### src/verilog/fcs_pkg.sv
package fcs_pkg;

  // ****************************************
  // timing
  // ****************************************
  localparam int CLK_PERIOD_NS = 5;
  // one delay unit is 1 ms at 500 kbps and scales inversely with the data rate
  localparam int UNIT_500K_NS = 1000000;
  localparam int UNIT_500K_CYC = UNIT_500K_NS / CLK_PERIOD_NS;
  localparam int STEP_PULSE_NS = 1000;
  localparam int STEP_PULSE_CYC =
    (STEP_PULSE_NS + CLK_PERIOD_NS - 1) / CLK_PERIOD_NS;
  localparam logic [4:0] STEP_UNITS_TOP = 5'h10;
  localparam logic [8:0] ZERO_CODE_UNITS = 9'h100;
  localparam int UNLOAD_SHIFT = 4;
  localparam int LOAD_SHIFT = 1;
  localparam logic [6:0] RECAL_MAX_STEPS = 7'h50;

  // ****************************************
  // data rates
  // ****************************************
  localparam logic [2:0] RATE_500K = 3'h0;
  localparam logic [2:0] RATE_300K = 3'h1;
  localparam logic [2:0] RATE_250K = 3'h2;
  localparam logic [2:0] RATE_1M = 3'h3;
  localparam logic [2:0] RATE_2M = 3'h4;
  localparam logic [2:0] RATE_RESET = RATE_500K;

  // ****************************************
  // register port map
  // ****************************************
  localparam logic [2:0] ADDR_STATUS = 3'h0;
  localparam logic [2:0] ADDR_DATA = 3'h1;
  localparam logic [2:0] ADDR_RATE = 3'h2;
  localparam logic [2:0] ADDR_CYLINDER = 3'h3;
  localparam logic [2:0] ADDR_CONFIG = 3'h4;
  localparam logic [2:0] ADDR_PRECOMP = 3'h5;
  localparam logic [2:0] ADDR_TIMING = 3'h6;
  localparam int STAT_SEEK_BIT = 0;
  localparam int STAT_HEAD_BIT = 1;
  localparam int STAT_BUSY_BIT = 4;
  localparam int STAT_RESULT_BIT = 6;
  localparam int STAT_READY_BIT = 7;

  // ****************************************
  // commands and fields
  // ****************************************
  localparam logic [7:0] OP_SPECIFY = 8'h03;
  localparam logic [7:0] OP_DRIVE_STATUS = 8'h04;
  localparam logic [7:0] OP_RECAL = 8'h07;
  localparam logic [7:0] OP_SENSE_IRQ = 8'h08;
  localparam logic [7:0] OP_SEEK = 8'h0F;
  localparam logic [7:0] OP_VERSION = 8'h10;
  localparam logic [7:0] OP_CONFIGURE = 8'h13;
  localparam logic [7:0] OP_REL_MASK = 8'hBF;
  localparam logic [7:0] OP_REL_CODE = 8'h8F;
  localparam int REL_DIR_BIT = 6;
  localparam int SPEC_NODMA_BIT = 0;
  localparam int CFG_AUTO_SEEK_BIT = 6;
  localparam int CFG_QDIS_BIT = 5;
  localparam int CFG_POLLDIS_BIT = 4;
  localparam int ST0_SE_BIT = 5;
  localparam int ST0_EC_BIT = 4;
  localparam logic [1:0] IC_NORMAL = 2'h0;
  localparam logic [1:0] IC_ABNORMAL = 2'h1;
  localparam logic [1:0] IC_POLL = 2'h3;
  localparam logic [7:0] ST0_INVALID = 8'h80;
  localparam logic [4:0] QUEUE_MIN_BYTES = 5'h01;

  typedef enum logic [3:0] {
    CMD_SPECIFY, CMD_DRIVE_STATUS, CMD_RECAL, CMD_SENSE_IRQ, CMD_SEEK,
    CMD_VERSION, CMD_CONFIGURE, CMD_REL, CMD_INVALID
  } fcs_cmd_e;
  typedef enum logic [1:0] {KIND_ABS, KIND_REL, KIND_RECAL} fcs_kind_e;
  typedef enum logic [1:0] {SK_IDLE, SK_CHECK, SK_PULSE, SK_WAIT} fcs_seek_e;
  typedef enum logic [2:0] {
    HD_IDLE, HD_SEEK_REQ, HD_SEEK_WAIT, HD_LOAD, HD_ACTIVE, HD_UNLOAD
  } fcs_head_e;

  typedef struct packed {
    logic [3:0] step_interval;
    logic [3:0] head_unload_delay;
    logic [6:0] head_load_delay;
    logic no_dma_select;
    logic auto_seek_enable;
    logic queue_disable;
    logic poll_disable;
    logic [3:0] queue_threshold;
    logic [7:0] precomp_start_cylinder;
  } fcs_cfg_t;

  localparam fcs_cfg_t CFG_RESET = '{
    step_interval: 4'h0, head_unload_delay: 4'h0, head_load_delay: 7'h00,
    no_dma_select: 1'b0, auto_seek_enable: 1'b0, queue_disable: 1'b1,
    poll_disable: 1'b0, queue_threshold: 4'h0,
    precomp_start_cylinder: 8'h00};

  typedef struct packed {
    logic [2:0] addr;
    logic [7:0] wdata;
    logic wr;
    logic rd;
  } fcs_bus_req_t;

  typedef struct packed {
    logic outer_stop_input;
    logic write_protect;
    logic ready;
    logic two_side;
  } fcs_drive_in_t;

  typedef struct packed {
    logic step;
    logic direction;
    logic head_load;
    logic [1:0] drive_sel;
  } fcs_drive_out_t;

  typedef struct packed {
    logic enable;
    logic [4:0] threshold;
    logic [7:0] precomp_start_cylinder;
  } fcs_queue_t;

endpackage

### src/verilog/fcs_seek_config.sv
`timescale 1ns/1ps
module fcs_seek_config #(
  parameter int P_UNIT_CYC = fcs_pkg::UNIT_500K_CYC,
  // arbitrary value
  parameter logic [7:0] P_VERSION_BYTE = 8'hA5
) (
  // clock and reset
  input wire logic i_clk,
  input wire logic i_sys_rst,
  // register port
  input wire fcs_pkg::fcs_bus_req_t i_bus,
  output logic [7:0] o_rdata,
  // drive pins
  input wire fcs_pkg::fcs_drive_in_t i_drive,
  output fcs_pkg::fcs_drive_out_t o_drive,
  // transfer engine
  input wire logic i_rw_start,
  input wire logic [7:0] i_rw_cylinder,
  input wire logic i_rw_done,
  input wire logic i_xfer_need,
  output logic o_rw_go,
  output logic o_transfer_request_pin,
  output logic o_controller_interrupt,
  output fcs_pkg::fcs_queue_t o_queue
);
  import fcs_pkg::*;

  // ****************************************
  // state
  // ****************************************
  typedef struct packed {
    fcs_drive_in_t pin_meta;
    fcs_drive_in_t pin_sync;
    logic [1:0] cmd_cnt;
    logic [3:0][7:0] cmd_bytes;
    logic [1:0][7:0] res;
    logic [1:0] res_cnt;
    logic [7:0] rdata;
    fcs_cfg_t cfg;
    logic [2:0] rate;
    logic [7:0] present_cylinder;
    logic [7:0] st0;
    logic irq;
    logic xfer_irq;
    logic dreq;
    logic poll_pending;
    fcs_seek_e sk;
    fcs_kind_e kind;
    logic implied;
    logic first;
    logic [7:0] sk_arg;
    logic [6:0] recal_cnt;
    logic [31:0] sk_timer;
    fcs_head_e hd;
    logic [31:0] hd_timer;
    logic [7:0] rw_cyl;
    logic rw_go;
    fcs_drive_out_t drv;
  } fcs_state_t;

  fcs_state_t s;
  fcs_state_t next_s;

  // ****************************************
  // decoding and delays
  // ****************************************
  function automatic fcs_cmd_e decode(input logic [7:0] op);
    fcs_cmd_e c;
    c = CMD_INVALID;
    if ((op & OP_REL_MASK) == OP_REL_CODE)
      c = CMD_REL;
    else
    begin
      case (op)
        OP_SPECIFY: c = CMD_SPECIFY;
        OP_DRIVE_STATUS: c = CMD_DRIVE_STATUS;
        OP_RECAL: c = CMD_RECAL;
        OP_SENSE_IRQ: c = CMD_SENSE_IRQ;
        OP_SEEK: c = CMD_SEEK;
        OP_VERSION: c = CMD_VERSION;
        OP_CONFIGURE: c = CMD_CONFIGURE;
        default: c = CMD_INVALID;
      endcase
    end
    return c;
  endfunction

  function automatic logic [2:0] cmd_len(input fcs_cmd_e c);
    case (c)
      CMD_SPECIFY: return 3'h3;
      CMD_DRIVE_STATUS: return 3'h2;
      CMD_RECAL: return 3'h2;
      CMD_SEEK: return 3'h3;
      CMD_REL: return 3'h3;
      CMD_CONFIGURE: return 3'h4;
      default: return 3'h1;
    endcase
  endfunction

  // cycles per delay unit at the selected rate
  function automatic logic [31:0] unit_cycles(input logic [2:0] rate);
    case (rate)
      RATE_2M: return 32'(P_UNIT_CYC / 4);
      RATE_1M: return 32'(P_UNIT_CYC / 2);
      RATE_300K: return 32'((P_UNIT_CYC * 5 + 2) / 3);
      RATE_250K: return 32'(P_UNIT_CYC * 2);
      default: return 32'(P_UNIT_CYC);
    endcase
  endfunction

  function automatic logic [31:0] delay(input logic [8:0] units,
                                        input logic [2:0] rate);
    logic [31:0] d;
    d = 32'(units) * unit_cycles(rate);
    if (d == 32'h0)
      d = 32'h1;
    return d;
  endfunction

  // ****************************************
  // next state
  // ****************************************
  always_comb
  begin
    fcs_cmd_e cmd;
    logic [3:0][7:0] cb;
    logic start;
    fcs_kind_e start_kind;
    logic start_dir;
    logic [7:0] start_arg;
    logic start_implied;
    logic begin_load;
    logic done;
    logic fault;
    logic inward;
    logic [31:0] gap;
    logic [8:0] units;
    logic [7:0] v;
    next_s = s;
    cmd = CMD_INVALID;
    cb = s.cmd_bytes;
    start = 1'b0;
    start_kind = KIND_ABS;
    start_dir = 1'b0;
    start_arg = 8'h00;
    start_implied = 1'b0;
    begin_load = 1'b0;
    done = 1'b0;
    fault = 1'b0;
    inward = 1'b0;
    gap = 32'h0;
    units = 9'h000;
    v = 8'h00;

    next_s.pin_meta = i_drive;
    next_s.pin_sync = s.pin_meta;
    next_s.rw_go = 1'b0;
    next_s.rdata = 8'h00;
    next_s.dreq = ~s.cfg.no_dma_select & i_xfer_need;
    next_s.xfer_irq = s.cfg.no_dma_select & i_xfer_need;

    // register reads
    if (i_bus.rd)
    begin
      case (i_bus.addr)
        ADDR_STATUS:
        begin
          v[STAT_READY_BIT] = 1'b1;
          v[STAT_RESULT_BIT] = s.res_cnt != 2'h0;
          v[STAT_BUSY_BIT] = (s.cmd_cnt != 2'h0) || (s.res_cnt != 2'h0);
          v[STAT_HEAD_BIT] = s.drv.head_load;
          v[STAT_SEEK_BIT] = s.sk != SK_IDLE;
        end
        ADDR_DATA:
          if (s.res_cnt != 2'h0)
          begin
            v = s.res[0];
            next_s.res[0] = s.res[1];
            next_s.res_cnt = s.res_cnt - 2'h1;
          end
        ADDR_RATE: v = {5'h00, s.rate};
        ADDR_CYLINDER: v = s.present_cylinder;
        ADDR_CONFIG:
        begin
          v[CFG_AUTO_SEEK_BIT] = s.cfg.auto_seek_enable;
          v[CFG_QDIS_BIT] = s.cfg.queue_disable;
          v[CFG_POLLDIS_BIT] = s.cfg.poll_disable;
          v[3:0] = s.cfg.queue_threshold;
        end
        ADDR_PRECOMP: v = s.cfg.precomp_start_cylinder;
        ADDR_TIMING: v = {s.cfg.step_interval, s.cfg.head_unload_delay};
        default: v = 8'h00;
      endcase
      next_s.rdata = v;
    end

    // register writes; command bytes refused while results wait
    if (i_bus.wr && i_bus.addr == ADDR_RATE)
      next_s.rate = i_bus.wdata[2:0];
    if (i_bus.wr && i_bus.addr == ADDR_DATA && s.res_cnt == 2'h0)
    begin
      cb[s.cmd_cnt] = i_bus.wdata;
      next_s.cmd_bytes = cb;
      cmd = decode(cb[0]);
      if ({1'b0, s.cmd_cnt} + 3'h1 != cmd_len(cmd))
        next_s.cmd_cnt = s.cmd_cnt + 2'h1;
      else
      begin
        next_s.cmd_cnt = 2'h0;
        next_s.res_cnt = 2'h1;
        next_s.res[0] = ST0_INVALID;
        case (cmd)
          CMD_SPECIFY:
          begin
            next_s.res_cnt = 2'h0;
            next_s.cfg.step_interval = cb[1][7:4];
            next_s.cfg.head_unload_delay = cb[1][3:0];
            next_s.cfg.head_load_delay = cb[2][7:1];
            next_s.cfg.no_dma_select = cb[2][SPEC_NODMA_BIT];
          end
          CMD_DRIVE_STATUS:
            next_s.res[0] = {1'b0, s.pin_sync.write_protect,
                             s.pin_sync.ready, s.pin_sync.outer_stop_input,
                             s.pin_sync.two_side, cb[1][2:0]};
          CMD_CONFIGURE:
          begin
            next_s.res_cnt = 2'h0;
            next_s.cfg.auto_seek_enable = cb[2][CFG_AUTO_SEEK_BIT];
            next_s.cfg.queue_disable = cb[2][CFG_QDIS_BIT];
            next_s.cfg.poll_disable = cb[2][CFG_POLLDIS_BIT];
            next_s.cfg.queue_threshold = cb[2][3:0];
            next_s.cfg.precomp_start_cylinder = cb[3];
            if (cb[2][CFG_POLLDIS_BIT])
              next_s.poll_pending = 1'b0;
          end
          CMD_VERSION:
            next_s.res[0] = P_VERSION_BYTE;
          CMD_SENSE_IRQ:
            if (s.irq)
            begin
              next_s.res[0] = s.st0;
              next_s.res[1] = s.present_cylinder;
              next_s.res_cnt = 2'h2;
              next_s.irq = 1'b0;
            end
          CMD_SEEK, CMD_RECAL, CMD_REL:
            // one stepping engine: a second seek of any kind is refused
            if (s.sk == SK_IDLE)
            begin
              next_s.res_cnt = 2'h0;
              start = 1'b1;
              start_kind = (cmd == CMD_SEEK) ? KIND_ABS :
                           (cmd == CMD_REL) ? KIND_REL : KIND_RECAL;
              start_dir = cb[0][REL_DIR_BIT];
              start_arg = cb[2];
              next_s.drv.drive_sel = cb[1][1:0];
            end
          default: next_s.res[0] = ST0_INVALID;
        endcase
      end
    end

    // ****************************************
    // head load and unload
    // ****************************************
    case (s.hd)
      HD_IDLE:
        if (i_rw_start)
        begin
          next_s.rw_cyl = i_rw_cylinder;
          if (s.cfg.auto_seek_enable)
            next_s.hd = HD_SEEK_REQ;
          else
            begin_load = 1'b1;
        end
      HD_SEEK_REQ:
        if (s.sk == SK_IDLE && !start)
        begin
          if (s.rw_cyl != s.present_cylinder)
          begin
            start = 1'b1;
            start_kind = KIND_ABS;
            start_arg = s.rw_cyl;
            start_implied = 1'b1;
            next_s.hd = HD_SEEK_WAIT;
          end
          else
            begin_load = 1'b1;
        end
      HD_SEEK_WAIT:
        if (s.sk == SK_IDLE)
          begin_load = 1'b1;
      HD_LOAD:
        if (s.hd_timer == 32'h0)
        begin
          next_s.rw_go = 1'b1;
          next_s.hd = HD_ACTIVE;
        end
        else
          next_s.hd_timer = s.hd_timer - 32'h1;
      HD_ACTIVE:
        if (i_rw_done)
        begin
          units = (s.cfg.head_unload_delay == 4'h0) ? ZERO_CODE_UNITS :
            9'({s.cfg.head_unload_delay, 4'h0});
          next_s.hd_timer = delay(units, s.rate) - 32'h1;
          next_s.hd = HD_UNLOAD;
        end
      HD_UNLOAD:
        if (i_rw_start)
        begin
          next_s.rw_cyl = i_rw_cylinder;
          if (s.cfg.auto_seek_enable)
            next_s.hd = HD_SEEK_REQ;
          else
          begin
            next_s.rw_go = 1'b1;
            next_s.hd = HD_ACTIVE;
          end
        end
        else if (s.hd_timer == 32'h0)
        begin
          next_s.drv.head_load = 1'b0;
          next_s.hd = HD_IDLE;
        end
        else
          next_s.hd_timer = s.hd_timer - 32'h1;
      default: next_s.hd = HD_IDLE;
    endcase
    // a head still loaded skips the load wait
    if (begin_load)
    begin
      if (s.drv.head_load)
      begin
        next_s.rw_go = 1'b1;
        next_s.hd = HD_ACTIVE;
      end
      else
      begin
        units = (s.cfg.head_load_delay == 7'h00) ? ZERO_CODE_UNITS :
          9'({s.cfg.head_load_delay, 1'b0});
        next_s.drv.head_load = 1'b1;
        next_s.hd_timer = delay(units, s.rate) - 32'h1;
        next_s.hd = HD_LOAD;
      end
    end

    // ****************************************
    // polling interrupt after reset
    // ****************************************
    if (s.poll_pending && !s.cfg.poll_disable && s.hd == HD_IDLE)
    begin
      next_s.poll_pending = 1'b0;
      next_s.irq = 1'b1;
      next_s.st0 = {IC_POLL, 4'h0, s.drv.drive_sel};
    end

    // ****************************************
    // stepping engine
    // ****************************************
    case (s.sk)
      SK_IDLE:
        if (start)
        begin
          next_s.kind = start_kind;
          next_s.implied = start_implied;
          next_s.first = 1'b1;
          next_s.sk_arg = start_arg;
          next_s.recal_cnt = 7'h00;
          next_s.drv.direction = start_dir;
          if (start_kind == KIND_RECAL)
            next_s.present_cylinder = 8'h00;
          next_s.sk = SK_CHECK;
        end
      SK_CHECK:
      begin
        case (s.kind)
          KIND_ABS:
          begin
            done = s.present_cylinder == s.sk_arg;
            inward = s.present_cylinder < s.sk_arg;
          end
          KIND_REL:
          begin
            done = s.sk_arg == 8'h00;
            inward = s.drv.direction;
            fault = !done && !inward && s.pin_sync.outer_stop_input;
          end
          default:
          begin
            done = s.pin_sync.outer_stop_input;
            fault = !done && s.recal_cnt == RECAL_MAX_STEPS;
          end
        endcase
        if (done || fault)
        begin
          if (!s.implied)
          begin
            next_s.irq = 1'b1;
            next_s.st0 = {fault ? IC_ABNORMAL : IC_NORMAL, 4'h0,
                          s.drv.drive_sel};
            next_s.st0[ST0_SE_BIT] = 1'b1;
            next_s.st0[ST0_EC_BIT] = fault;
          end
          next_s.sk = SK_IDLE;
        end
        else
        begin
          // direction and step rise together; drives latch on the edge
          next_s.drv.direction = inward;
          next_s.drv.step = 1'b1;
          next_s.sk_timer = 32'(STEP_PULSE_CYC - 1);
          next_s.sk = SK_PULSE;
          if (s.kind == KIND_RECAL)
            next_s.recal_cnt = s.recal_cnt + 7'h01;
          else
            next_s.present_cylinder = inward ? s.present_cylinder + 8'h01
              : s.present_cylinder - 8'h01;
          if (s.kind == KIND_REL)
            next_s.sk_arg = s.sk_arg - 8'h01;
        end
      end
      SK_PULSE:
        if (s.sk_timer == 32'h0)
        begin
          next_s.drv.step = 1'b0;
          gap = delay({4'h0, STEP_UNITS_TOP - {1'b0, s.cfg.step_interval}},
                      s.rate);
          if (s.first)
            gap = gap >> 1;
          next_s.sk_timer = (gap == 32'h0) ? 32'h0 : gap - 32'h1;
          next_s.first = 1'b0;
          next_s.sk = SK_WAIT;
        end
        else
          next_s.sk_timer = s.sk_timer - 32'h1;
      SK_WAIT:
        if (s.sk_timer == 32'h0)
          next_s.sk = SK_CHECK;
        else
          next_s.sk_timer = s.sk_timer - 32'h1;
      default: next_s.sk = SK_IDLE;
    endcase
  end

  // ****************************************
  // registers
  // ****************************************
  always_ff @(posedge i_clk)
  begin
    if (i_sys_rst)
    begin
      s <= '0;
      s.cfg <= CFG_RESET;
      s.rate <= RATE_RESET;
      s.poll_pending <= 1'b1;
      s.sk <= SK_IDLE;
      s.hd <= HD_IDLE;
      s.kind <= KIND_ABS;
    end
    else
      s <= next_s;
  end

  // ****************************************
  // outputs
  // ****************************************
  assign o_rdata = s.rdata;
  assign o_drive = s.drv;
  assign o_rw_go = s.rw_go;
  assign o_transfer_request_pin = s.dreq;
  assign o_controller_interrupt = s.irq | s.xfer_irq;
  assign o_queue.enable = ~s.cfg.queue_disable;
  assign o_queue.threshold = s.cfg.queue_disable ? QUEUE_MIN_BYTES :
    {1'b0, s.cfg.queue_threshold} + QUEUE_MIN_BYTES;
  assign o_queue.precomp_start_cylinder = s.cfg.precomp_start_cylinder;

endmodule // fcs_seek_config

### config.mk
export PLATFORM = sky130hd
export DESIGN_NAME = fcs_seek_config
export DESIGN_NICKNAME = d
export VERILOG_FILES = /design/src/verilog/fcs_pkg.sv /design/src/verilog/fcs_seek_config.sv
export SDC_FILE = /design/constraint.sdc
export NUM_CORES = 1
export LEC_CHECK = 0
export BUFFER_PORTS_ARGS = -buffer_cell sky130_fd_sc_hd__buf_2
export CELL_PAD_IN_SITES_DETAIL_PLACEMENT = 0
export CELL_PAD_IN_SITES_GLOBAL_PLACEMENT = 2
export CORE_MARGIN = 10
export CORE_UTILIZATION = 39
export CTS_CLUSTER_SIZE = 14
export DETAILED_ROUTE_END_ITERATION = 10
export HOLD_SLACK_MARGIN = 0.02
export PLACE_DENSITY = 0.91
export SLEW_MARGIN = 0
export SYNTH_ARGS = -nofsm -noshare
export SYNTH_HDL_FRONTEND = slang
export SYNTH_SLANG_ARGS = --single-unit
### constraint.sdc
create_clock -name i_clk -period 9.31 [get_ports i_clk]
set_input_delay 0.931 -clock i_clk [delete_from_list [all_inputs] [get_ports i_clk]]
set_output_delay 0.931 -clock i_clk [all_outputs]
set_load 0.05 [all_outputs]
==> run metrics, run 1 <==
internal power about 2.2 mW; R2R Setup Slk 0.61 ns; Synth top area share between 10% and 20%; Worst Path Max Fanout 17; CTS H-tree lvls 1; Hold Slack 0.438 ns; Fin Setup TNS 0 ns; CORE AREA about 63000 sq um; Die Width 274 um; Netlist Area Pre-Place roughly 25000 sq um; switch share 41.1%; max-slew violations 0; Nets about 3600; post-synth cell types 99; initial DRC count 2020; Reg clk slew, reported paths 0.06 ns; CP required 9.76 ns; antenna violations before repair 3; largest cells by area after synthesis dfxtp_1, fa_1, ha_1; slowest CP cell or4_1; largest area contributor in the netlist dfxtp_1; Tightest Pin Transition 1.14 ns; TritonRoute pass-1 iters 5; Buf+Inv Stages, Crit Path 2; clock sinks 224; Sw Pwr between 1.5 and 2 mW; Final Util 42.5%; Worst Hold Launch next_s[217]$_SDFF_PP0_; Slew HR 23.2%; hold depth 1; synth warn 0; largest net degree at the start of global routing 78; die height ~270 um; Hold Crit Class reg2reg; Cell Area, Placed 26000 sq um; Max Clk Rate 115 MHz; Period Utilization, post-route roughly 93%; via count between 20000 and 25000; detailed placer's ending HPWL 65700 um; r2r startpoint s[122]$_SDFFE_PP0P_; Via density 5.83; CP arrival about 9.2 ns; synthesized area per cell between 7 and 8 sq um; Worst VDD drop 0.163 mV; crit end category register; Max-Cap Viols 0; # setup viols final 0; Seq pwr share 31.6%; Clk pwr share just over 30%; Hold Crit Endpoint s[217]$_SDFF_PP0_; Final ANT Viol Nets 0; die area 74900 sq um; PwrDens 140 nW/um^2; WL/cell between 20 and 25 um; Seq/Total Area, Yosys 17.9%; # rows 92; Tmin final 8.70 ns; CTS tree yes; global-route wire length before repair between 100000 and 150000 um; synthesized flop and latch total about 220; total detailed-routing wirelength 82800 um; Reg2Reg Depth 26; Design Area, Final 26900 sq um; drt drc 0; Post-Route Skew 0.0331 ns; total gr overflow 0; WS Path Type reg2reg; Root Buffer clkbuf_16; Port-buffer cells 59; Cells after Synth 3229; RSZ-0062 raised after global routing false; Longest Clk Path Bufs 3; Final Hold Fails 0; clock buffers created by TritonCTS 27; area grow syn2layout 7.26%; RR Endpoint s[78]$_SDFFE_PP0P_; IO Pins 60; Initial Util between 30% and 40%; routability cong. 0.928; Comb power frac 38.0%; Tot GR Track Use 21.4%; number of global-route vias before repair 22900; crit-path max cell delay 0.75 ns; status complete, no violations; CP top delay family simple AND/OR/NAND/NOR gates; worst-skew pair later-pin latency 0.58 ns; Startpoint Class register; share of layout cells above drive strength 1 under 10%; most used flip-flop cell after synthesis dfxtp_1; Lkg Pwr 11.8 nW; Mapped Nets about 3600; ys async rst share 0%; EDFF count, synth 0
==> registers in the layout (all words and copies together) (netlist names), named ones only <==
register / flops
next_s: 4
o_drive: 5
o_queue: 8
o_rdata: 8
o_rw_go: 1
o_transfer_request_pin: 1
s: 196
==> worst max path at each step <==
stage	slack, ns	end	cells past startpoint	start
after global placement	0.88	s[74]$_SDFFE_PP0P_	28	s[122]$_SDFFE_PP0P_
final	0.61	s[78]$_SDFFE_PP0P_	26	s[122]$_SDFFE_PP0P_
after floorplan	1.90	s[78]$_SDFFE_PP0P_	31	s[152]$_SDFFE_PP0P_
after CTS	0.54	s[78]$_SDFFE_PP0P_	26	s[122]$_SDFFE_PP0P_
after global routing	0.02	s[74]$_SDFFE_PP0P_	26	s[122]$_SDFFE_PP0P_
after detailed placement	0.57	s[78]$_SDFFE_PP0P_	26	s[122]$_SDFFE_PP0P_
==> cell usage in the layout (no fill, tap or decap), drive strengths merged, types with 33 or more instances in the layout <==
master	synthesis	routed
nor2	308	308
inv	287	291
nand2	272	272
a21oi	228	228
dfxtp	224	224
ha	213	213
o21ai	160	160
fa	155	155
nand3	105	105
nor3	92	92
buf	45	91
a211oi	88	88
and2	77	77
xnor2	77	77
mux2i	70	70
xor2	52	52
or2	45	45
nor4	39	39
and3	35	35
or3	33	33
==> cells in the mapped netlist, types with 13 or more instances <==
cell and n:
or2_2 44, a221oi_1 22, o311ai_0 15, dfxtp_1 224
mux2_2 16, a22oi_1 18, nor3_1 91, or3_1 33
o21ai_0 152, nor2b_1 30, a31oi_1 32, and2_1 77
o22ai_1 23, a211oi_1 87, nand4_1 25, o21a_1 23
xor2_1 52, xnor2_1 77, and3_1 35, clkbuf_1 128
a21o_1 25, or4_1 13, mux2i_1 70, o211ai_1 19
nand3_1 105, nand2b_1 28, fa_1 155, a21oi_1 226
ha_1 213, o31ai_1 16, buf_4 23, nor2_1 308
nand2_1 272, nor4_1 38, inv_1 286
==> cells by family (layout without fill, tap and decap cells) <==
logic type / Yosys count / after routing / share of synthesized area, %
xor+xnor: 129 / 129 / 4.50
fa+ha+maj: 368 / 368 / 23.0
compound gates: 784 / 784 / 20.4
buf+inv: 462 / 428 / 7.37
mux: 86 / 86 / 3.51
simple gates: 1176 / 1176 / 23.4
other cells: 0 / 1 / 0
flops: 224 / 224 / 17.9
==> through the flow <==
| step | total power, mW | std cells | setup slack, ns |
|---|---|---|---|
| 6_report | 3.76 | 4042 | 0.608 |
| 5_1_grt | 3.96 | 4041 | 0.0173 |
| 4_1_cts | 3.74 | 4041 | 0.537 |
| 3_5_place_dp | 2.59 | 3992 | 0.569 |
| 3_3_place_gp | 2.58 | 3992 | 0.879 |
| 2_1_floorplan | 2.16 | 3229 | 1.90 |
==> layer usage <==
metal,track usage [%],routed length [um]
met5,0,20
met4,4.68,1590
met3,2.86,4970
met2,35.8,39000
met1,28.8,37200
==> cell type report <==
type                       count  area [sq um]
antenna                        1          2.50
tap                          846          1060
clock buffer                  28           679
timing repair buffer          91           542
clock inverter                21           270
fill                        6419         36500
multi-input combinational   2543         18800
inverter                     288          1080
sequential                   224          4480
==> power groups by stage <==
stage	clock, mW	sequential (mW)	combinational, mW
floorplan	0	1.15	1.01
global placement	0	1.20	1.38
detailed placement	0	1.20	1.39
CTS	1.16	1.18	1.40
global route	1.20	1.20	1.56
finish	1.14	1.19	1.43
==> timing repair <==
| action | 4_1_cts | 5_1_grt |
|---|---|---|
| endpoints found under the setup margin | 0 | 5 |
| hold endpoints to repair | 0 | 0 |
| buffers inserted | 0 | 0 |
| hold buffers | 0 | 0 |
| resized for setup | 0 | 1 |
(Power assumes the default switching activity.)
==> run 2, diff against run 1 <==
--- a/config.mk
+++ b/config.mk
@@ -9,11 +9,13 @@
 export CELL_PAD_IN_SITES_DETAIL_PLACEMENT = 0
 export CELL_PAD_IN_SITES_GLOBAL_PLACEMENT = 2
 export CORE_MARGIN = 10
-export CORE_UTILIZATION = 39
+export CORE_UTILIZATION = 40
+export CTS_BUF_LIST = sky130_fd_sc_hd__clkbuf_4 sky130_fd_sc_hd__clkbuf_8
 export CTS_CLUSTER_SIZE = 14
 export DETAILED_ROUTE_END_ITERATION = 10
 export HOLD_SLACK_MARGIN = 0.02
-export PLACE_DENSITY = 0.91
+export PLACE_DENSITY = 0.93
+export REMOVE_ABC_BUFFERS = 1
 export SLEW_MARGIN = 0
 export SYNTH_ARGS = -nofsm -noshare
 export SYNTH_HDL_FRONTEND = slang
==> run 2 against run 1 <==
Cell area rose by 0.20%. Register-to-register slack gained 0.14 ns. Routed wire length fell by 1.5%. Worst hold slack worse by 0.0045 ns. Sequential power hardly changed. Flip-flop and latch count unchanged. Critical path depth is the same. Global-route usage grew 0.060 points. Setup slack better by 0.14 ns. Critical path type unchanged. Largest power group unchanged.
==> run metrics, run 2 (synthesized netlist as in run 1, its figures left out) <==
WS Path Type reg2reg; r2r startpoint s[152]$_SDFFE_PP0P_; Longest Clk Path Bufs 3; # setup viols final 0; Final ANT Viol Nets 0; Period Utilization, post-route 91.9%; RSZ-0062 raised after global routing false; antenna violations before repair 4; CP required 9.83 ns; Worst Hold Launch next_s[216]$_SDFF_PP0_; CP top delay family simple AND/OR/NAND/NOR gates; Tightest Pin Transition 1.05 ns; Initial Util 40.5%; share of layout cells above drive strength 1 8.46%; Post-Route Skew around 0.06 ns; Max-Cap Viols 0; IO Pins 60; routability cong. 0.956; TritonRoute pass-1 iters 6; # rows 91; Die Width 271 um; clock sinks 224; CTS tree yes; Tmin final 8.56 ns; Worst VDD drop 0.126 mV; worst-skew pair later-pin latency 0.64 ns; total gr overflow 0; Reg clk slew, reported paths 0.06 ns; max FFs per register 196; status complete, no violations; Biggest register s; Hold Crit Class reg2reg; die area 73200 sq um; Final Hold Fails 0; initial DRC count between 2000 and 2500; drt drc 0; crit-path max cell delay 0.75 ns; max-slew violations 0; PwrDens about 140 nW/um^2; worst setup path startpoint s[152]$_SDFFE_PP0P_; CORE AREA between 60000 and 70000 sq um; Post-CTS Repair Setup Buffers 0; Max Clk Rate approximately 120 MHz; Slew HR 29.2%; Nets 3590; global-route wire length before repair 130000 um; Startpoint Class register; largest net degree at the start of global routing between 90 and 100; crit end category register; Worst Path Max Fanout 10; die height about 270 um; Buf+Inv Stages, Crit Path 3; Final Util 43.6%; CTS H-tree lvls 2; CP arrival 9.08 ns; Via density 5.88; CP dominant cell by count ha_1; Tot GR Track Use 21.5%; WL/cell about 20 um; via count 23900; clock buffers created by TritonCTS 43; slowest CP cell nor3_1; Fin Setup TNS 0 ns; commonest cells after routing, fill and taps aside nor2_1, inv_1, nand2_1, a21oi_1, dfxtp_1; leading cell type in the layout, fill and taps excluded nor2_1; layout filler cell count 6390; Root Buffer clkbuf_8; Port-buffer cells 59; number of global-route vias before repair about 23000; area grow syn2layout 7.47%; detailed placer's ending HPWL 64800 um; Lkg Pwr roughly 12 nW; total detailed-routing wirelength 81500 um
[run 2: changes by cell type in the layout (fill, tap and decap cells not counted), sizes merged]
cell      previous run  this run
inv                291       289
clkbuf              28        67
diode                1         2
bufinv               5         3
clkinvlp             6         2
[run 2: routing by layer]
| metal | up-vias | share of wire, % | track usage, % |
|---|---|---|---|
| met5 | - | 0 | 0 |
| met4 | 0 | 2.7 | 6.16 |
| met3 | 123 | 6.6 | 3.38 |
| met2 | 835 | 45 | 34.7 |
| met1 | 11600 | 45 | 29.1 |
| li1 | 11300 | - | - |
[run 2: repair_timing]
action                                  CTS  global route
gates resized for setup                   0             3
hold buffers                              0             0
endpoints found under the setup margin    0             3
[run 2: power breakdown]
group          switching [mW]  total [mW]  leakage, nW  internal [mW]
Sequential              0.129        1.19         1.82           1.06
Combinational           0.923        1.40         9.51          0.476
Clock                   0.478        1.14        0.524          0.663
Total                    1.53        3.73         11.9           2.20
[run 2: final timing paths]
kind	end	slack, ns	depth (start not counted)
max	s[78]$_SDFFE_PP0P_	0.75	26
min	s[216]$_SDFF_PP0_	0.43	1
max reg2reg	s[78]$_SDFFE_PP0P_	0.75	26
min reg2reg	s[216]$_SDFF_PP0_	0.43	1
[run 2: per-stage QoR]
| step | cells | area (sq um) | total power, mW | setup WS, ns | hold slack (ns) |
|---|---|---|---|---|---|
| 2_1_floorplan | 3055 | 24300 | 2.11 | 1.76 | 0.409 |
| 3_3_place_gp | 3983 | 26000 | 2.56 | 0.904 | 0.424 |
| 3_5_place_dp | 3983 | 26000 | 2.57 | 0.684 | 0.426 |
| 4_1_cts | 4062 | 27000 | 3.72 | 0.701 | 0.435 |
| 5_1_grt | 4065 | 27000 | 3.95 | 0.124 | 0.457 |
| 6_report | 4065 | 27000 | 3.73 | 0.751 | 0.434 |
[run 2: layout make-up]
cell class              count  area, sq um  area share, %
repair buffers             92          547           2.03
well taps                 837         1050           3.88
diodes                      2         5.00         0.0185
clock inverters            13          158          0.584
inverters                 288         1080           4.01
multi-input cells        2543        18800           69.8
flip-flops and latches    224         4480           16.6
clock buffers              66          840           3.11
